[src/rfb_pkg.sv]
// Constants for the receive-side frequency error and bit sync block.
// Assumes one 40 MHz clock; all offsets are 7-bit register addresses.
package rfb_pkg;

   // Register addresses
   localparam logic [6:0] A_MODE_CTRL   = 7'h00;
   localparam logic [6:0] A_FILT_MOD    = 7'h01;
   localparam logic [6:0] A_CLK_SEL_A   = 7'h06;
   localparam logic [6:0] A_CLK_SEL_B   = 7'h07;
   localparam logic [6:0] A_FILT_DIV    = 7'h08;
   localparam logic [6:0] A_FEE_CTRL    = 7'h15;
   localparam logic [6:0] A_FEE_RESULT  = 7'h16;

   // Field positions and widths
   localparam int         SYNC_EN_BIT   = 3;
   localparam int         MODE_LSB      = 1;
   localparam logic [1:0] MODE_RX       = 2'h2;
   localparam int         DOUBLER_BIT   = 6;
   localparam int         DIV_W         = 6;
   localparam int         SHIFT_W       = 3;
   localparam int         SYNC_SHIFT_LSB = 1;
   localparam logic [7:0] FILT_DIV_FIXED = 8'h80;
   localparam logic [7:0] FILT_MOD_MASK  = 8'hcf;
   localparam logic [7:0] FEE_CTRL_MASK  = 8'h0f;
   localparam logic [7:0] RESET_VALUE    = 8'h00;

   // Estimator modes
   localparam logic [1:0] FEE_OFF       = 2'h0;
   localparam logic [1:0] FEE_UP        = 2'h1;
   localparam logic [1:0] FEE_DN        = 2'h2;
   localparam logic [1:0] FEE_BOTH      = 2'h3;

   // Bit synchronizer timing
   localparam int         PRESCALE_W    = 7;
   localparam int         PHASE_W       = 4;
   localparam logic [3:0] PHASE_EDGE    = 4'h0;
   localparam logic [3:0] PHASE_SAMPLE  = 4'h8;
   localparam int         SYM_W         = 7;
   localparam int         FILT_STEPS    = 4;

endpackage : rfb_pkg

[src/rfb_tick_if.sv]
// Carrier between the top and a programmable divider.
// Assumes the same clock on both sides.
`timescale 1ns/10ps
`default_nettype none
interface rfb_tick_if;
   logic [5:0] period;  // Divide ratio, 0 acts as 1
   logic       tick;    // One-cycle pulse every period cycles
   modport src  (input period, output tick);
   modport sink (output period, input tick);
endinterface : rfb_tick_if
`default_nettype wire

[src/rfb_top.sv]
// Receive-side filter clock, frequency error estimator and bit sync.
// Assumes demodulator pins are asynchronous and a register port on mclk.
//
// Operation
// Filter clock is crystal through six-bit divider, then four phases.
// Cutoff is crystal over 80 times divider, 40 with doubler set.
// Filter clock runs at twenty times the cutoff.
// Demodulator up and down pulses feed the estimator.
// Mode 00 off, 01 up, 10 down, 11 up increments down decrements.
// Length field selects 8, 16, 32 or 64 symbols.
// Result register readable at address 16 hex.
// Negative results held in two's complement.
// Controller should prefer the up plus down counting mode.
// Receive with sync enable set outputs recovered clock at bit rate.
// Each received bit is driven on the rising recovered clock edge.
// Controller samples each bit on the falling recovered clock edge.
// Synchronizer clock is sixteen times the bit rate.
// Sync clock is crystal over reference divider times two to 7-shift.
// Reference divider also feeds modulator and bit rate clocks; here only the sync prescaler uses it.
// Synchronizer locks within 22 bits from packet start.
// Sync enable clear passes received data straight to the pin.
// Control write clears counter and restarts; result holds at the end.
`timescale 1ns/10ps
`default_nettype none
module rfb_top (
   // Clock and reset
   input  wire logic       mclk,
   input  wire logic       rst,
   // Register port
   input  wire logic       reg_wr,
   input  wire logic [6:0] reg_addr,
   input  wire logic [7:0] reg_wdata,
   output logic [7:0]      reg_rdata,
   // Demodulator pins
   input  wire logic       demod_up_pin,
   input  wire logic       demod_dn_pin,
   input  wire logic       demod_data_pin,
   // Filter clock phases
   output logic            filter_phi1,
   output logic            filter_phi2,
   // Data interface
   output logic            recovered_bit_clock,
   output logic            serial_data_pin_o,
   output logic            serial_data_pin_oe
);

   ////////////////////////////////////////////////////////////////////////
   // Helpers

   function automatic logic is_rx(input logic [7:0] mode_reg);
      is_rx = (mode_reg[rfb_pkg::MODE_LSB +: 2] == rfb_pkg::MODE_RX);
   endfunction : is_rx

   function automatic logic [6:0] sym_len(input logic [1:0] code);
      sym_len = 7'h08 << code;
   endfunction : sym_len

   function automatic logic [7:0] fee_step(input logic [1:0] mode,
                                           input logic up,
                                           input logic dn);
      logic [7:0] s;
      s = 8'h00;
      case (mode)
         rfb_pkg::FEE_UP:   s = up ? 8'h01 : 8'h00;
         rfb_pkg::FEE_DN:   s = dn ? 8'hff : 8'h00;
         rfb_pkg::FEE_BOTH: s = (up ? 8'h01 : 8'h00) + (dn ? 8'hff : 8'h00);
         default:           s = 8'h00;
      endcase
      fee_step = s;
   endfunction : fee_step

   ////////////////////////////////////////////////////////////////////////
   // Register file

   logic [7:0] mode_ctrl_q;
   logic [7:0] filt_mod_q;
   logic [7:0] clk_sel_a_q;
   logic [7:0] clk_sel_b_q;
   logic [7:0] filt_div_q;
   logic [7:0] fee_ctrl_q;
   logic [7:0] fee_result_q;
   logic       fee_wr;

   assign fee_wr = reg_wr && (reg_addr == rfb_pkg::A_FEE_CTRL);

   // Writable registers; result is read only
   always_ff @(posedge mclk) begin
      if (rst) begin
         mode_ctrl_q <= rfb_pkg::RESET_VALUE;
         filt_mod_q  <= rfb_pkg::RESET_VALUE;
         clk_sel_a_q <= rfb_pkg::RESET_VALUE;
         clk_sel_b_q <= rfb_pkg::RESET_VALUE;
         filt_div_q  <= rfb_pkg::RESET_VALUE;
         fee_ctrl_q  <= rfb_pkg::RESET_VALUE;
      end else if (reg_wr) begin
         case (reg_addr)
            rfb_pkg::A_MODE_CTRL: mode_ctrl_q <= reg_wdata;
            rfb_pkg::A_FILT_MOD:
               filt_mod_q <= reg_wdata & rfb_pkg::FILT_MOD_MASK;
            rfb_pkg::A_CLK_SEL_A: clk_sel_a_q <= reg_wdata;
            rfb_pkg::A_CLK_SEL_B: clk_sel_b_q <= reg_wdata;
            rfb_pkg::A_FILT_DIV:  filt_div_q  <= reg_wdata;
            rfb_pkg::A_FEE_CTRL:
               fee_ctrl_q <= reg_wdata & rfb_pkg::FEE_CTRL_MASK;
            default: ;
         endcase
      end
   end

   // Registered readback, unmapped addresses read zero
   always_ff @(posedge mclk) begin
      if (rst) begin
         reg_rdata <= 8'h00;
      end else begin
         case (reg_addr)
            rfb_pkg::A_MODE_CTRL:  reg_rdata <= mode_ctrl_q;
            rfb_pkg::A_FILT_MOD:   reg_rdata <= filt_mod_q;
            rfb_pkg::A_CLK_SEL_A:  reg_rdata <= clk_sel_a_q;
            rfb_pkg::A_CLK_SEL_B:  reg_rdata <= clk_sel_b_q;
            rfb_pkg::A_FILT_DIV:
               reg_rdata <= filt_div_q | rfb_pkg::FILT_DIV_FIXED;
            rfb_pkg::A_FEE_CTRL:   reg_rdata <= fee_ctrl_q;
            rfb_pkg::A_FEE_RESULT: reg_rdata <= fee_result_q;
            default:               reg_rdata <= 8'h00;
         endcase
      end
   end

   ////////////////////////////////////////////////////////////////////////
   // Pin synchronisers and pulse detection

   logic [2:0] pin_s1_q;
   logic [2:0] pin_s2_q;
   logic [2:0] pin_s3_q;
   logic       up_pulse;
   logic       dn_pulse;
   logic       data_edge;

   // Two flops before use, third for edge detection
   always_ff @(posedge mclk) begin
      if (rst) begin
         pin_s1_q <= 3'h0;
         pin_s2_q <= 3'h0;
         pin_s3_q <= 3'h0;
      end else begin
         pin_s1_q <= {demod_data_pin, demod_dn_pin, demod_up_pin};
         pin_s2_q <= pin_s1_q;
         pin_s3_q <= pin_s2_q;
      end
   end

   assign up_pulse  = pin_s2_q[0] && !pin_s3_q[0];
   assign dn_pulse  = pin_s2_q[1] && !pin_s3_q[1];
   assign data_edge = pin_s2_q[2] ^ pin_s3_q[2];

   ////////////////////////////////////////////////////////////////////////
   // Switched-capacitor filter clock

   rfb_tick_if filt_div ();
   logic [1:0] fstep_q;

   assign filt_div.period = filt_div_q[rfb_pkg::DIV_W-1:0];

   rfb_divider u_filt_div (
      .mclk (mclk),
      .rst  (rst),
      .div  (filt_div)
   );

   // Four steps per filter period; doubler takes two steps per tick
   always_ff @(posedge mclk) begin
      if (rst) begin
         fstep_q     <= 2'h0;
         filter_phi1 <= 1'b0;
         filter_phi2 <= 1'b0;
      end else if (filt_div.tick) begin
         if (!filt_div_q[rfb_pkg::DOUBLER_BIT]) begin
            fstep_q <= fstep_q + 2'h1;
         end else begin
            fstep_q <= fstep_q + 2'h2;
         end
         filter_phi1 <= (fstep_q == 2'h3) ||
                        (filt_div_q[rfb_pkg::DOUBLER_BIT] &&
                         fstep_q == 2'h2);
         filter_phi2 <= (fstep_q == 2'h1) ||
                        (filt_div_q[rfb_pkg::DOUBLER_BIT] &&
                         fstep_q == 2'h0);
      end
   end

   ////////////////////////////////////////////////////////////////////////
   // Synchronizer clock: reference divider then 2^(7-shift)

   rfb_tick_if ref_div ();
   logic [rfb_pkg::PRESCALE_W-1:0] pre_q;
   logic [rfb_pkg::SHIFT_W-1:0]    sync_shift;
   logic [rfb_pkg::PRESCALE_W-1:0] pre_mask;
   logic                           sync_tick_q;

   // Shared ratio, also meant for modulator and bit rate clocks
   assign ref_div.period = clk_sel_b_q[rfb_pkg::DIV_W-1:0];
   assign sync_shift = clk_sel_a_q[rfb_pkg::SYNC_SHIFT_LSB +: 3];
   assign pre_mask   = 7'h7f >> sync_shift;

   rfb_divider u_ref_div (
      .mclk (mclk),
      .rst  (rst),
      .div  (ref_div)
   );

   // Prescaler divides the reference tick by a power of two
   always_ff @(posedge mclk) begin
      if (rst) begin
         pre_q       <= '0;
         sync_tick_q <= 1'b0;
      end else begin
         sync_tick_q <= 1'b0;
         if (ref_div.tick) begin
            pre_q <= pre_q + 7'h01;
            sync_tick_q <= ((pre_q & pre_mask) == pre_mask);
         end
      end
   end

   ////////////////////////////////////////////////////////////////////////
   // Bit synchronizer: sixteen phases per bit

   logic [rfb_pkg::PHASE_W-1:0] phase_q;
   logic                        edge_seen_q;
   logic                        rx_on;
   logic                        sync_on;
   logic                        sym_tick;

   assign rx_on    = is_rx(mode_ctrl_q);
   assign sync_on  = rx_on && mode_ctrl_q[rfb_pkg::SYNC_EN_BIT];
   assign sym_tick = sync_tick_q && (phase_q == rfb_pkg::PHASE_SAMPLE);

   // Remember an edge until the next slow tick; a new edge wins
   always_ff @(posedge mclk) begin
      if (rst) begin
         edge_seen_q <= 1'b0;
      end else if (data_edge) begin
         edge_seen_q <= 1'b1;
      end else if (sync_tick_q) begin
         edge_seen_q <= 1'b0;
      end
   end

   // Nudge by one phase per edge so noise cannot jerk the clock
   always_ff @(posedge mclk) begin
      if (rst || !rx_on) begin
         phase_q <= rfb_pkg::PHASE_EDGE;
      end else if (sync_tick_q) begin
         if (edge_seen_q && phase_q != rfb_pkg::PHASE_EDGE &&
             phase_q < rfb_pkg::PHASE_SAMPLE) begin
            phase_q <= phase_q;
         end else if (edge_seen_q && phase_q > rfb_pkg::PHASE_SAMPLE) begin
            phase_q <= phase_q + 4'h2;
         end else begin
            phase_q <= phase_q + 4'h1;
         end
      end
   end

   ////////////////////////////////////////////////////////////////////////
   // Sampled bits pass a two-entry buffer to the pin stage

   logic sample_q;
   logic pend_q;
   logic buf_in_ready;
   logic buf_out_valid;
   logic buf_out_data;
   logic pop;

   // Mid-bit sample waits while the buffer is full; new sample wins
   always_ff @(posedge mclk) begin
      if (rst || !sync_on) begin
         pend_q   <= 1'b0;
         sample_q <= 1'b0;
      end else if (sym_tick) begin
         pend_q   <= 1'b1;
         sample_q <= pin_s2_q[2];
      end else if (buf_in_ready) begin
         pend_q <= 1'b0;
      end
   end

   // A skip from the last phase jumps over phase 0, so it pops as well
   assign pop = sync_on && sync_tick_q &&
                (phase_q == rfb_pkg::PHASE_EDGE ||
                 (phase_q == rfb_pkg::PHASE_EDGE - 4'h1 &&
                  edge_seen_q));

   rfb_buffer #(
      .W     (1),
      .DEPTH (2)
   ) u_buf (
      .mclk      (mclk),
      .rst       (rst || !sync_on),
      .in_valid  (pend_q),
      .in_ready  (buf_in_ready),
      .in_data   (sample_q),
      .out_valid (buf_out_valid),
      .out_ready (pop),
      .out_data  (buf_out_data)
   );

   // Clock high for phases 1-8, data changes only with its rise
   always_ff @(posedge mclk) begin
      if (rst) begin
         recovered_bit_clock <= 1'b0;
         serial_data_pin_o   <= 1'b0;
         serial_data_pin_oe  <= 1'b0;
      end else begin
         serial_data_pin_oe <= rx_on;
         if (!sync_on) begin
            recovered_bit_clock <= 1'b0;
            serial_data_pin_o   <= pin_s2_q[2];
         end else if (pop) begin
            recovered_bit_clock <= 1'b1;
            if (buf_out_valid) begin
               serial_data_pin_o <= buf_out_data;
            end
         end else if (sync_tick_q &&
                      phase_q == rfb_pkg::PHASE_SAMPLE) begin
            recovered_bit_clock <= 1'b0;
         end
      end
   end

   ////////////////////////////////////////////////////////////////////////
   // Frequency error estimator

   logic [7:0]             acc_q;
   logic [7:0]             acc_next;
   logic [rfb_pkg::SYM_W-1:0] sym_cnt_q;
   logic                   run_q;

   assign acc_next = acc_q + fee_step(fee_ctrl_q[1:0], up_pulse, dn_pulse);

   // Write restarts; result latches when the symbol count is reached
   always_ff @(posedge mclk) begin
      if (rst) begin
         acc_q        <= 8'h00;
         sym_cnt_q    <= '0;
         run_q        <= 1'b0;
         fee_result_q <= 8'h00;
      end else if (fee_wr) begin
         acc_q     <= 8'h00;
         sym_cnt_q <= '0;
         run_q     <= (reg_wdata[1:0] != rfb_pkg::FEE_OFF);
      end else if (run_q) begin
         acc_q <= acc_next;
         if (sym_tick) begin
            sym_cnt_q <= sym_cnt_q + 7'h01;
            if (sym_cnt_q + 7'h01 == sym_len(fee_ctrl_q[3:2])) begin
               fee_result_q <= acc_next;
               run_q        <= 1'b0;
            end
         end
      end
   end

   ////////////////////////////////////////////////////////////////////////
   // Checks

   phases_excl_a: assert property (@(posedge mclk) disable iff (rst)
      !(filter_phi1 && filter_phi2))
      else $error("filter phases overlap");

   phase_tick_a: assert property (@(posedge mclk) disable iff (rst)
      ($changed(filter_phi1) || $changed(filter_phi2)) |->
      $past(filt_div.tick))
      else $error("filter phase moved without divider tick");

   sync_ref_a: assert property (@(posedge mclk) disable iff (rst)
      sync_tick_q |-> $past(ref_div.tick))
      else $error("sync tick without reference tick");

   fee_clear_a: assert property (@(posedge mclk) disable iff (rst)
      fee_wr |=> (acc_q == 8'h00 && sym_cnt_q == '0))
      else $error("estimator not cleared by control write");

   result_hold_a: assert property (@(posedge mclk) disable iff (rst)
      (!run_q && !fee_wr) |=> $stable(fee_result_q))
      else $error("result changed while idle");

   fee_off_a: assert property (@(posedge mclk) disable iff (rst)
      (fee_wr && reg_wdata[1:0] == rfb_pkg::FEE_OFF) |=> !run_q)
      else $error("off mode started a measurement");

   up_only_a: assert property (@(posedge mclk) disable iff (rst)
      (run_q && !fee_wr && fee_ctrl_q[1:0] == rfb_pkg::FEE_UP &&
       dn_pulse && !up_pulse) |=> $stable(acc_q))
      else $error("up mode counted a down pulse");

   down_neg_a: assert property (@(posedge mclk) disable iff (rst)
      (run_q && !fee_wr && fee_ctrl_q[1:0] == rfb_pkg::FEE_DN &&
       dn_pulse) |=> acc_q == $past(acc_q) - 8'h01)
      else $error("down pulse not decremented");

   data_on_rise_a: assert property (@(posedge mclk) disable iff (rst)
      ($past(sync_on) && sync_on && $changed(serial_data_pin_o)) |->
      $rose(recovered_bit_clock))
      else $error("data changed away from clock rise");

   clk_fall_a: assert property (@(posedge mclk) disable iff (rst)
      ($fell(recovered_bit_clock) && $past(sync_on)) |->
      $past(phase_q) == rfb_pkg::PHASE_SAMPLE)
      else $error("recovered clock fell at wrong phase");

   transparent_a: assert property (@(posedge mclk) disable iff (rst)
      (rx_on && !sync_on) |=> serial_data_pin_o == $past(pin_s2_q[2]))
      else $error("transparent data not passed");

   done_c: cover property (@(posedge mclk) disable iff (rst)
      $fell(run_q) && !$past(fee_wr));
   bit_out_c: cover property (@(posedge mclk) disable iff (rst)
      pop && buf_out_valid);
   buf_full_c: cover property (@(posedge mclk) disable iff (rst)
      pend_q && !buf_in_ready);

endmodule : rfb_top
`default_nettype wire

[src/rfb_divider.sv]
// Programmable divider producing a one-cycle enable pulse.
// Assumes period is steady from the top's register file.
`timescale 1ns/10ps
`default_nettype none
module rfb_divider (
   // Clock and reset
   input  wire logic     mclk,
   input  wire logic     rst,
   // Divider port
   rfb_tick_if.src       div
);
   logic [5:0] cnt_q;
   logic [5:0] last;

   // Zero would wrap to a divide by 64, so it divides by one
   assign last = (div.period == 6'h00) ? 6'h00 : div.period - 6'h01;

   // Count up through the period, pulse on wrap
   always_ff @(posedge mclk) begin
      if (rst) begin
         cnt_q    <= 6'h00;
         div.tick <= 1'b0;
      end else if (cnt_q >= last) begin
         cnt_q    <= 6'h00;
         div.tick <= 1'b1;
      end else begin
         cnt_q    <= cnt_q + 6'h01;
         div.tick <= 1'b0;
      end
   end
endmodule : rfb_divider
`default_nettype wire

[src/rfb_buffer.sv]
// Small FIFO with valid and ready on both sides.
// Assumes the source holds data while valid and not ready.
`timescale 1ns/10ps
`default_nettype none
module rfb_buffer #(
   parameter int W     = 1,
   parameter int DEPTH = 2
) (
   // Clock and reset
   input  wire logic         mclk,
   input  wire logic         rst,
   // Fill side
   input  wire logic         in_valid,
   output logic              in_ready,
   input  wire logic [W-1:0] in_data,
   // Drain side
   output logic              out_valid,
   input  wire logic         out_ready,
   output logic [W-1:0]      out_data
);
   localparam int PW = $clog2(DEPTH);
   logic [W-1:0]  mem_q [DEPTH];
   logic [PW-1:0] wr_q;
   logic [PW-1:0] rd_q;
   logic [PW:0]   cnt_q;
   logic          push;
   logic          pop;

   assign in_ready  = (cnt_q != (PW+1)'(DEPTH));
   assign out_valid = (cnt_q != '0);
   assign out_data  = mem_q[rd_q];
   assign push      = in_valid && in_ready;
   assign pop       = out_valid && out_ready;

   // Storage, written only on push
   always_ff @(posedge mclk) begin
      if (push) begin
         mem_q[wr_q] <= in_data;
      end
   end

   // Pointers and fill count
   always_ff @(posedge mclk) begin
      if (rst) begin
         wr_q  <= '0;
         rd_q  <= '0;
         cnt_q <= '0;
      end else begin
         if (push) begin
            wr_q <= (wr_q == PW'(DEPTH-1)) ? '0 : wr_q + PW'(1);
         end
         if (pop) begin
            rd_q <= (rd_q == PW'(DEPTH-1)) ? '0 : rd_q + PW'(1);
         end
         cnt_q <= cnt_q + (PW+1)'(push) - (PW+1)'(pop);
      end
   end
endmodule : rfb_buffer
`default_nettype wire

[config.mk]
export PLATFORM = sky130hd
export DESIGN_NAME = rfb_top
export DESIGN_NICKNAME = d
export VERILOG_FILES = /design/src/rfb_pkg.sv /design/src/rfb_tick_if.sv /design/src/rfb_top.sv /design/src/rfb_divider.sv /design/src/rfb_buffer.sv
export SDC_FILE = /design/constraint.sdc
export NUM_CORES = 1
export LEC_CHECK = 0
export BUFFER_PORTS_ARGS = -buffer_cell sky130_fd_sc_hd__buf_4
export CAP_MARGIN = 30
export CELL_PAD_IN_SITES_DETAIL_PLACEMENT = 1
export CELL_PAD_IN_SITES_GLOBAL_PLACEMENT = 1
export CORE_ASPECT_RATIO = 1.1
export CORE_MARGIN = 4
export CORE_UTILIZATION = 51
export CTS_CLUSTER_DIAMETER = 120
export DETAILED_ROUTE_END_ITERATION = 12
export PLACE_DENSITY = 0.83
export SLEW_MARGIN = 20
export SYNTH_ARGS = -nofsm -noshare
export SYNTH_HDL_FRONTEND = slang
export SYNTH_HIERARCHICAL = 1
export SYNTH_SLANG_ARGS = --single-unit
[constraint.sdc]
create_clock -name mclk -period 5.8 [get_ports mclk]
set_clock_uncertainty 0.15 [all_clocks]
set_input_delay 0.87 -clock mclk [delete_from_list [all_inputs] [get_ports mclk]]
set_output_delay 0.87 -clock mclk [all_outputs]
set_load 0.03 [all_outputs]
==> qor.tcl, run 1 <==
set qor(critical_path_data_arrival_time_ps) 3590
set qor(post-route-min-period_ps) 3386
set qor(yosys_register_bits) 125
set qor(status) {completed}
set qor(first_global_vias) 5563
set qor(ios) 34
set qor(number_of_nets_produced_by_synthesis) 746
set qor(final.hold.worst_slack_ps) 311.3
set qor(vias_per_cell) 5.848
set qor(timing.final.hold_violations) 0
set qor(floorplan.core_area_sq_um) 12090
set qor(gp_congestion) 0.8746
set qor(cts_tree) {built}
set qor(first_pass_grt_wire_length_um) 28490
set qor(die_w_um) 114.3
set qor(worst_hold_path.num_cells) 1
set qor(crit_type) {flop to flop}
set qor(synth-edff-count) 2
set qor(r2r.worst_path.cells) 9
set qor(power.leakage_nw) 2.985
set qor(regToRegEndpoint) {fee_result_q[6]}
set qor(synthCells) 689
set qor(slew_viol_final) 0
set qor(final.period_utilization_pct) 58.39
set qor(startpoint) {fee_ctrl_q[0]}
set qor(synth_top_cells_by_area) {sky130_fd_sc_hd__dfxtp_1 39%, sky130_fd_sc_hd__mux2i_1 9.3%, sky130_fd_sc_hd__ha_1 6.9%}
set qor(cts_hold_buf) 0
set qor(antenna_violating_nets_post_route) 0
set qor(detailroute.via_count) 5199
set qor(yosys_warnings) 6
set qor(fin_nets) 779
set qor(timing.max_cap.violations) 0
set qor(synth_top_area_cell) {sky130_fd_sc_hd__dfxtp_1}
set qor(regToRegStartpoint) {fee_ctrl_q[0]}
set qor(asyncSetResetFlopFracSynth_pct) 0
set qor(tritoncts.num_buffers) 17
set qor(yosys.area.top_type_share_pct) 38.88
set qor(syn2layout_area_growth_pct) 15.80
set qor(setup_repair_after_global_routing_missed_its_margin) {false}
set qor(cts.htree.levels) 4
set qor(sequential_share_of_the_synthesized_area_pct) 39.83
set qor(initial_utilization_pct) 52.40
set qor(clock_sink_count) 125
set qor(critPathLaunchType) {flop}
set qor(setup_violating_endpoint_count_in_the_final_report) 0
set qor(number_of_standard_cell_rows_in_the_floorplan) 42
set qor(first_pass_iters) 6
set qor(drt-wirelength-per-cell_um) 19.29
set qor(globalRouteTotalUtil_pct) 25.25
set qor(antenna_violations_before_repair) 0
set qor(detailedRoute.firstIterationViolations) 318
set qor(dominantRegCellSynth) {sky130_fd_sc_hd__dfxtp_1}
set qor(setup.worst_path.end) {fee_result_q[6]}
set qor(postRouteWirelength_um) 17150
set qor(p_per_area_nw_per_um2) 289.9
set qor(fp.dieH_um) 124.9
set qor(grt_max_degree) 52
set qor(worst_setup_path_end_kind) {flop}
set qor(setup_repair_bufs_after_cts) 0
set qor(syn_avg_cell_area_sq_um) 9.192
set qor(drc) 0
set qor(placement.io_buffers) 33
set qor(slew-limit-headroom_pct) 46.43
set qor(final.setup.tns_ps) 0
set qor(cts-root-buf) {sky130_fd_sc_hd__clkbuf_16}
set qor(post-dp-hpwl_um) 12250
set qor(antenna_cells_inserted) 0
set qor(fraction_of_final_layout_cells_sized_beyond_drive_strength_1_pct) 14.15
set qor(synth.distinct_cells) 77
set qor(worst_hold_startpoint) {pin_s1_q[1]}
set qor(worst-path-max-fanout) 8
set qor(cts.repair.resized) 0
set qor(worstMarginPinSlew_ps) 801.9
set qor(cts.path.max_buffers) 2
set qor(syn-cell-area_sq_um) 6334
set qor(path_clk_slew_ps) 60
set qor(holdCritPathClass) {flop to flop}
set qor(vdd_ir_drop_max_uv) 205.6
set qor(preCtsSetupSlack_ps) 2486
set qor(grt_remaining_overflow) 0
set qor(clk-insertion-delay-late_ps) 420
set qor(max_freq_mhz) 295.3
set qor(worst_ep_required_time_ps) 6010
set qor(setup_slack_ps) 2414
set qor(fp.dieArea_sq_um) 14270
set qor(r2r_slack_ps) 2410
==> placed cells by master, fill, tap and decap left out, types with 6 or more instances in the layout <==
master	Yosys	final
sky130_fd_sc_hd__a31oi_1	6	6
sky130_fd_sc_hd__nand2b_1	7	7
sky130_fd_sc_hd__ha_1	35	35
sky130_fd_sc_hd__buf_4	2	34
sky130_fd_sc_hd__a21oi_1	29	29
sky130_fd_sc_hd__inv_1	27	27
sky130_fd_sc_hd__nand3_1	13	13
sky130_fd_sc_hd__mux2_2	6	6
sky130_fd_sc_hd__o21ai_0	14	14
sky130_fd_sc_hd__o31ai_1	7	7
sky130_fd_sc_hd__a22oi_1	6	6
sky130_fd_sc_hd__nand4_1	12	12
sky130_fd_sc_hd__nor3_1	19	19
sky130_fd_sc_hd__nand2_1	40	40
sky130_fd_sc_hd__nor2_1	108	108
sky130_fd_sc_hd__and2_1	7	7
sky130_fd_sc_hd__a211oi_1	6	6
sky130_fd_sc_hd__nor2b_1	16	16
sky130_fd_sc_hd__clkbuf_16	0	17
sky130_fd_sc_hd__xor2_1	20	20
sky130_fd_sc_hd__mux2i_1	59	59
sky130_fd_sc_hd__dfxtp_1	123	123
sky130_fd_sc_hd__xnor2_1	17	17
==> how the worst min path moves through the flow <==
stage                       end  slack [ps]
global route        pin_s2_q[1]         320
global placement    pin_s2_q[0]         270
CTS                 pin_s2_q[1]         310
floorplan           pin_s2_q[0]         260
detailed placement  pin_s2_q[1]         300
finish              pin_s2_q[1]         310
==> final cells by class <==
type | instances | area [sq um]
clock buffer | 20 | 446.7
clock inverter | 12 | 192.7
sequential | 125 | 2522
fill | 1388 | 4752
tap | 154 | 192.7
timing repair buffer | 35 | 260.3
multi-input combinational | 516 | 3618
inverter | 27 | 101.3
==> Yosys cell counts, types with 3 or more instances <==
| cell type | instances |
|---|---|
| sky130_fd_sc_hd__dfxtp_1 | 123 |
| sky130_fd_sc_hd__nor2_1 | 108 |
| sky130_fd_sc_hd__mux2i_1 | 59 |
| sky130_fd_sc_hd__nand2_1 | 40 |
| sky130_fd_sc_hd__ha_1 | 35 |
| sky130_fd_sc_hd__a21oi_1 | 29 |
| sky130_fd_sc_hd__inv_1 | 27 |
| sky130_fd_sc_hd__xor2_1 | 20 |
| sky130_fd_sc_hd__nor3_1 | 19 |
| sky130_fd_sc_hd__xnor2_1 | 17 |
| sky130_fd_sc_hd__nor2b_1 | 16 |
| sky130_fd_sc_hd__o21ai_0 | 14 |
| sky130_fd_sc_hd__nand3_1 | 13 |
| sky130_fd_sc_hd__clkbuf_1 | 12 |
| sky130_fd_sc_hd__nand4_1 | 12 |
| sky130_fd_sc_hd__and2_1 | 7 |
| sky130_fd_sc_hd__nand2b_1 | 7 |
| sky130_fd_sc_hd__o31ai_1 | 7 |
| sky130_fd_sc_hd__a211oi_1 | 6 |
| sky130_fd_sc_hd__a22oi_1 | 6 |
| sky130_fd_sc_hd__a31oi_1 | 6 |
| sky130_fd_sc_hd__mux2_2 | 6 |
| sky130_fd_sc_hd__o21a_1 | 5 |
| sky130_fd_sc_hd__and3_1 | 4 |
| sky130_fd_sc_hd__buf_2 | 4 |
| sky130_fd_sc_hd__nand3_2 | 4 |
| sky130_fd_sc_hd__nor3_2 | 4 |
| sky130_fd_sc_hd__a21o_1 | 3 |
| sky130_fd_sc_hd__a221oi_1 | 3 |
| sky130_fd_sc_hd__a222oi_1 | 3 |
| sky130_fd_sc_hd__buf_1 | 3 |
| sky130_fd_sc_hd__nand3b_1 | 3 |
| sky130_fd_sc_hd__nor3b_1 | 3 |
| sky130_fd_sc_hd__o211ai_1 | 3 |
| sky130_fd_sc_hd__or3_1 | 3 |
==> flip-flops by register name, indices dropped and copies added, names as in the netlist, 7 cells and up, named ones only <==
name	count
acc_q	8
pre_q	7
sym_cnt_q	7
clk_sel_b_q	8
clk_sel_a_q	8
filt_div_q	7
reg_rdata	8
mode_ctrl_q	8
fee_result_q	8
==> power by group <==
| part | leakage [nW] | switching [mW] | internal (mW) | total [mW] |
|---|---|---|---|---|
| logic | 1.67 | 0.0515 | 0.0329 | 0.0845 |
| clock network | 0.306 | 0.389 | 0.769 | 1.16 |
| registers | 1.01 | 0.0115 | 0.871 | 0.883 |
| total | 2.98 | 0.452 | 1.67 | 2.13 |
==> layer usage <==
layer | global-route usage [%] | routed length (um) | vias up | share of wire [%]
met5 | 0 | 0 | - | 0
met4 | 9.713 | 366 | 0 | 2.1
met3 | 5.831 | 817 | 28 | 4.8
met2 | 43.38 | 8729 | 105 | 51
met1 | 30.21 | 7234 | 2559 | 42
li1 | - | - | 2507 | -
==> through the flow <==
| step | util (%) | power, mW | cells | area [sq um] |
|---|---|---|---|---|
| 2_1_floorplan | - | 0.9480 | 689 | 6334 |
| 3_5_place_dp | 55.35 | 0.9839 | 856 | 6690 |
| 3_3_place_gp | 55.35 | 0.9786 | 856 | 6690 |
| 5_1_grt | 60.68 | 2.195 | 889 | 7335 |
| 6_report | 60.68 | 2.126 | 889 | 7335 |
| 4_1_cts | 60.64 | 2.138 | 888 | 7330 |
==> critical path, cell delays in order (launching register included) <==
cell and delay [ps]:
sky130_fd_sc_hd__dfxtp_1 360, sky130_fd_sc_hd__or3b_2 490, sky130_fd_sc_hd__a21boi_1 660, sky130_fd_sc_hd__fa_1 350
sky130_fd_sc_hd__a21o_1 130, sky130_fd_sc_hd__a21oi_1 100, sky130_fd_sc_hd__or4b_2 640, sky130_fd_sc_hd__o2111ai_1 160
sky130_fd_sc_hd__nand4_1 130, sky130_fd_sc_hd__a21oi_1 150
==> kinds of logic (layout without fill, tap and decap cells) <==
logic type / count (synthesis) / count (layout) / share of synthesized area, %
flip-flops: 125 / 125 / 39.83
AO/OA/AOI/OAI: 115 / 115 / 13.45
AND/OR/NAND/NOR: 262 / 262 / 20.70
adder cells (fa/ha/maj): 36 / 36 / 7.230
buffers and inverters: 48 / 94 / 3.042
multiplexers: 66 / 66 / 10.63
XOR/XNOR: 37 / 37 / 5.117
No activity file was read; power rests on OpenSTA's default activity.
==> run 2: changes to the inputs <==
CORE_UTILIZATION = 43   (was 51)
PLACE_DENSITY = 0.74   (was 0.83)
clock period = 2.95 ns   (was 5.8 ns; I/O delays follow)
==> run 2 against run 1 <==
Critical path depth stayed put. Design area increased by 2.6%. Maximum frequency up 20%. Final cell count is 5.5% higher. Clock power up 94%. Via count rose by 0.83%. Critical path type unchanged. Clock-buffer cell count increased by 3. Sequential power up 97%.
==> qor.tcl, run 2 (synthesized netlist as in run 1, its figures left out) <==
set qor(ios) 34
set qor(floorplan.core_area_sq_um) 14450
set qor(first_pass_grt_wire_length_um) 28090
set qor(gp_congestion) 0.8631
set qor(cts-root-buf) {sky130_fd_sc_hd__clkbuf_16}
set qor(postRouteWirelength_um) 17310
set qor(worst-path-max-fanout) 6
set qor(vdd_ir_drop_max_uv) 397.9
set qor(drt-wirelength-per-cell_um) 18.45
set qor(placement.io_buffers) 33
set qor(path_clk_slew_ps) 50
set qor(grt_max_degree) 55
set qor(clock_sink_count) 125
set qor(die_w_um) 123.7
set qor(holdPathEnd) {pin_s1_q[2]}
set qor(mostFrequentLayoutCell) {sky130_fd_sc_hd__dfxtp_1}
set qor(r2r.worst_path.cells) 9
set qor(clk-insertion-delay-late_ps) 420
set qor(holdCritPathClass) {input pin to flop}
set qor(initial_utilization_pct) 43.84
set qor(detailroute.via_count) 5242
set qor(p_per_area_nw_per_um2) 552.3
set qor(final.hold.worst_slack_ps) 92.30
set qor(worstMarginPinSlew_ps) 579.0
set qor(tritoncts.num_buffers) 17
set qor(layout_common_cells) {123 x sky130_fd_sc_hd__dfxtp_1, 108 x sky130_fd_sc_hd__nor2_1, 59 x sky130_fd_sc_hd__mux2i_1, 48 x sky130_fd_sc_hd__buf_4, 40 x sky130_fd_sc_hd__nand2_1}
set qor(grt_remaining_overflow) 0
set qor(timing.final.hold_violations) 0
set qor(timing.max_cap.violations) 0
set qor(r2r_slack_ps) 120
set qor(status) {completed}
set qor(fraction_of_final_layout_cells_sized_beyond_drive_strength_1_pct) 16.62
set qor(worst_hold_path.num_cells) 2
set qor(worst_hold_startpoint) {demod_data_pin}
set qor(cts_tree) {built}
set qor(worst_ep_required_time_ps) 3150
set qor(worst_setup_path_end_kind) {flop}
set qor(fp.dieArea_sq_um) 16740
set qor(cts.path.max_buffers) 2
set qor(cts.htree.levels) 4
set qor(fin_nets) 792
set qor(finalPower_mw) 4.157
set qor(post-route-min-period_ps) 2833
set qor(detailedRoute.firstIterationViolations) 292
set qor(cts_hold_buf) 0
set qor(syn2layout_area_growth_pct) 18.85
set qor(max_freq_mhz) 353.0
set qor(antenna_violations_before_repair) 0
set qor(number_of_standard_cell_rows_in_the_floorplan) 46
set qor(slew-limit-headroom_pct) 61.40
set qor(first_global_vias) 5535
set qor(vias_per_cell) 5.588
set qor(slew_viol_final) 0
set qor(setup_violating_endpoint_count_in_the_final_report) 0
set qor(antenna_cells_inserted) 0
set qor(final.period_utilization_pct) 96.04
set qor(regToRegEndpoint) {fee_result_q[7]}
set qor(critPathLaunchType) {flop}
set qor(power.leakage_nw) 3.068
set qor(antenna_violating_nets_post_route) 0
set qor(drc) 0
set qor(post-dp-hpwl_um) 12570
set qor(first_pass_iters) 5
set qor(critical_path_data_arrival_time_ps) 3030
set qor(regToRegStartpoint) {pin_s2_q[1]}
set qor(fp.dieH_um) 135.3
set qor(globalRouteTotalUtil_pct) 21.56
set qor(crit_type) {flop to flop}
-- run 2: through the flow --
step           cell area [sq um]  setup slack [ps]  utilization (%)  TNS (ps)  cells
6_report                    7527             116.8            52.10         0    938
5_1_grt                     7527            -13.79            52.10    -13.79    938
4_1_cts                     7463             6.215            51.66         0    933
3_5_place_dp                6809            -52.19            47.13    -67.91    903
3_3_place_gp                6809             116.3            47.13         0    903
2_1_floorplan               6337             180.9                -         0    689
-- run 2: final cells by class --
type,count,area [sq um]
timing repair buffer,48,360.3
tap,192,240.2
sequential,125,2522
clock inverter,7,135.1
clock buffer,23,498.0
inverter,27,101.3
fill,1655,6919
multi-input combinational,516,3670
-- run 2: per-layer routing --
layer / routed length [um] / part of all wire, % / track usage, % / vias to the layer above
met2: 8769 / 51 / 36.28 / 104
met3: 706 / 4.1 / 4.177 / 21
li1: - / - / - / 2529
met4: 293 / 1.7 / 8.000 / 0
met1: 7541 / 44 / 27.16 / 2588
met5: 0 / 0 / 0 / -
-- run 2: worst max-delay path by stage --
stage                             start  cells past startpoint  slack (ps)         endpoint
after floorplan           fee_ctrl_q[0]                      9         180  fee_result_q[6]
after global placement      pin_s2_q[1]                      9         120  fee_result_q[6]
after CTS                   pin_s3_q[0]                     13           6  fee_result_q[6]
after detailed placement    pin_s2_q[1]                      9         -50  fee_result_q[6]
final                       pin_s2_q[1]                      9         120  fee_result_q[7]
after global routing        pin_s2_q[1]                     13         -10  fee_result_q[6]
-- run 2: repair_timing --
item	in CTS	in global routing
buffers inserted	0	5
pin swaps	2	7
setup endpoints to repair	2	5
gates resized for setup	5	6
-- run 2: critical path, stage by stage (launching register included) --
cell and delay, ps:
sky130_fd_sc_hd__dfxtp_1 360, sky130_fd_sc_hd__or3b_2 510, sky130_fd_sc_hd__a21boi_4 240, sky130_fd_sc_hd__ha_1 320
sky130_fd_sc_hd__or4_1 500, sky130_fd_sc_hd__o21ai_0 100, sky130_fd_sc_hd__a31oi_1 80, sky130_fd_sc_hd__xnor2_1 230
sky130_fd_sc_hd__nand4_1 120, sky130_fd_sc_hd__a21oi_1 150
-- run 2: where the power goes --
group,internal (mW),leakage [nW],switching (mW)
registers,1.71,1.01,0.0233
logic,0.0682,1.74,0.101
clock network,1.51,0.315,0.739
==> run 3: changes to the inputs <==
BUFFER_PORTS_ARGS = default   (was -buffer_cell sky130_fd_sc_hd__buf_4)
CORE_UTILIZATION = 45   (was 43)
DONT_BUFFER_PORTS = 1   (was default)
SETUP_SLACK_MARGIN = 0.2   (was default)
SLEW_MARGIN = 40   (was 20)
==> run 3 against run 2 <==
Combinational power is 29% lower. Critical path depth is 4 higher. Design area grew 3.7%. Highest routed layer unchanged. Via count grew 2.7%. First-iteration DRC count down 2.4%. Maximum frequency fell by 0.29%.
==> qor.tcl, run 3 (synthesized netlist as in run 1, its figures left out) <==
set qor(antenna_violating_nets_post_route) 0
set qor(final.period_utilization_pct) 96.32
set qor(setup_slack_ps) 108.4
set qor(fp.dieH_um) 132.4
set qor(detailroute.via_count) 5386
set qor(timing.max_cap.violations) 0
set qor(post-route-min-period_ps) 2842
set qor(worstMarginPinSlew_ps) 570.3
set qor(holdCritPathClass) {input pin to flop}
set qor(setup_violating_endpoint_count_in_the_final_report) 0
set qor(grt-busiest-layer) {met2}
set qor(syn2layout_area_growth_pct) 23.25
set qor(grt_use_met3_pct) 5.772
set qor(globalRouteTotalUtil_pct) 23.68
set qor(placement.io_buffers) 0
set qor(worst_ep_required_time_ps) 3160
set qor(finalPower_mw) 3.858
set qor(cts.htree.levels) 4
set qor(part_of_the_power_in_the_clock_network_pct) 51.8
set qor(finish.instance_area_sq_um) 7806
set qor(detailedRoute.firstIterationViolations) 285
set qor(final.setup.tns_ps) 0
set qor(cp_slowest_cell) {sky130_fd_sc_hd__or4b_4}
set qor(die_w_um) 121.1
set qor(number_of_standard_cell_rows_in_the_floorplan) 45
set qor(drc) 0
set qor(initial_utilization_pct) 45.91
set qor(placed_cell_area_sq_um) 6564
set qor(grt_remaining_overflow) 0
set qor(slew_viol_final) 0
set qor(mostFrequentLayoutCell) {sky130_fd_sc_hd__dfxtp_1}
set qor(post-dp-hpwl_um) 11860
set qor(fin_nets) 812
set qor(vias_per_cell) 5.646
set qor(layout_common_cells) {120 x sky130_fd_sc_hd__dfxtp_1, 108 x sky130_fd_sc_hd__nor2_1, 59 x sky130_fd_sc_hd__mux2i_1, 46 x sky130_fd_sc_hd__dlygate4sd3_1, 40 x sky130_fd_sc_hd__nand2_1}
set qor(power_frac_seq_pct) 45.1
set qor(worst_setup_path_end_kind) {flop}
set qor(drt-wirelength-per-cell_um) 19.49
set qor(gp_congestion) 0.7734
set qor(fp.dieArea_sq_um) 16040
set qor(ios) 34
set qor(critPathLaunchType) {flop}
set qor(max_freq_mhz) 351.9
set qor(grt.met2_usage_pct) 42.32
set qor(cts_tree) {built}
set qor(antenna_cells_inserted) 0
set qor(crit_path_cell_trace) {nor2b_4 > ha_4 > mux2i_1 > nand2_1 > o21ai_1 > ha_2 > fa_2 > a21o_1 > a21oi_2 > or4b_4 > o2111ai_4 > nand4_1 > a21oi_1}
set qor(dp.cells) 866
set qor(vdd_ir_drop_max_uv) 465.7
set qor(critical_path_data_arrival_time_ps) 3050
set qor(cpPeakStageDelay_ps) 500
set qor(grt_max_degree) 53
set qor(power.share.switching_pct) 21.56
set qor(gr_util_met1_pct) 26.99
set qor(antenna_violations_before_repair) 0
set qor(postRouteWirelength_um) 18590
set qor(internal-power_mw) 3.026
set qor(preCtsSetupSlack_ps) -63.80
set qor(p_comb_share_pct) 3.1
set qor(utilization_pct) 56.59
set qor(cts-root-buf) {sky130_fd_sc_hd__clkbuf_16}
set qor(cts.path.max_buffers) 2
set qor(clock_sink_count) 125
set qor(clk-insertion-delay-late_ps) 430
set qor(timing.final.hold_violations) 0
set qor(switchingPower_uw) 831.8
set qor(crit_type) {flop to flop}
set qor(first_pass_iters) 5
set qor(power.leakage_nw) 3.231
set qor(first_pass_grt_wire_length_um) 29880
set qor(p_per_area_nw_per_um2) 494.2
set qor(floorplan.core_area_sq_um) 13790
set qor(final.hold.worst_slack_ps) 22.17
set qor(final_cell_count_no_fill) 954
set qor(slew-limit-headroom_pct) 61.98
set qor(fraction_of_final_layout_cells_sized_beyond_drive_strength_1_pct) 13.71
set qor(tritoncts.num_buffers) 17
set qor(path_clk_slew_ps) 50
set qor(worst-path-max-fanout) 3
set qor(status) {completed}
set qor(setup_repair_after_global_routing_missed_its_margin) {true}
set qor(first_global_vias) 5755
## run 3: changes by cell type in the layout (fill, tap and decap cells not counted), moves of 2 or more
cell and change:
sky130_fd_sc_hd__buf_12 +2, sky130_fd_sc_hd__buf_4 -29, sky130_fd_sc_hd__bufinv_16 -3, sky130_fd_sc_hd__clkinv_2 +2, sky130_fd_sc_hd__dfxtp_1 -3, sky130_fd_sc_hd__dfxtp_2 +3, sky130_fd_sc_hd__dlygate4sd3_1 +46, sky130_fd_sc_hd__ha_1 -2
sky130_fd_sc_hd__ha_4 +2, sky130_fd_sc_hd__o2111ai_2 -2
## run 3: critical path, delay by kind of cell (launching register included)
kind            cells  cell delay (ps)
compound gates      5              590
mux                 1              160
fa+ha+maj           3              660
flops               1              330
simple gates        4              880
## run 3: per-layer routing
metal,wire [um],vias to the layer above
li1,-,2570
met1,7506,2670
met2,9828,114
met3,825,32
met4,433,0
met5,0,-
## run 3: repair_timing
item,in CTS,in global routing
pin swaps,6,17
setup endpoints to repair,5,8
hold buffers,47,0
endpoints found under the hold margin,72,0
setup buffers,5,6
resized for setup,10,12
## run 3: layout make-up
class	count	area, sq um
Sequential cell	125	2526
Fill cell	1572	5988
Clock buffer	23	498.0
Timing Repair Buffer	68	654.4
Tap cell	188	235.2
Inverter	27	101.3
Clock inverter	7	62.56
Multi-Input combinational cell	516	3729
## run 3: final timing paths
kind                   from              end  slack (ps)  cells past startpoint
max             pin_s2_q[1]  fee_result_q[6]         110                     13
min          demod_data_pin      pin_s1_q[2]          20                      1
max reg2reg     pin_s2_q[1]  fee_result_q[6]         110                     13
min reg2reg     pin_s1_q[0]      pin_s2_q[0]         290                      1
## run 3: power groups by stage
stage                     sequential, mW  clock, mW  combinational [mW]
after detailed placement            1.78          0              0.0929
after CTS                           1.74       2.02               0.116
after floorplan                     1.77          0              0.0950
after global placement              1.77          0              0.0861
after global routing                1.74       2.11               0.133
final                               1.74       2.00               0.120
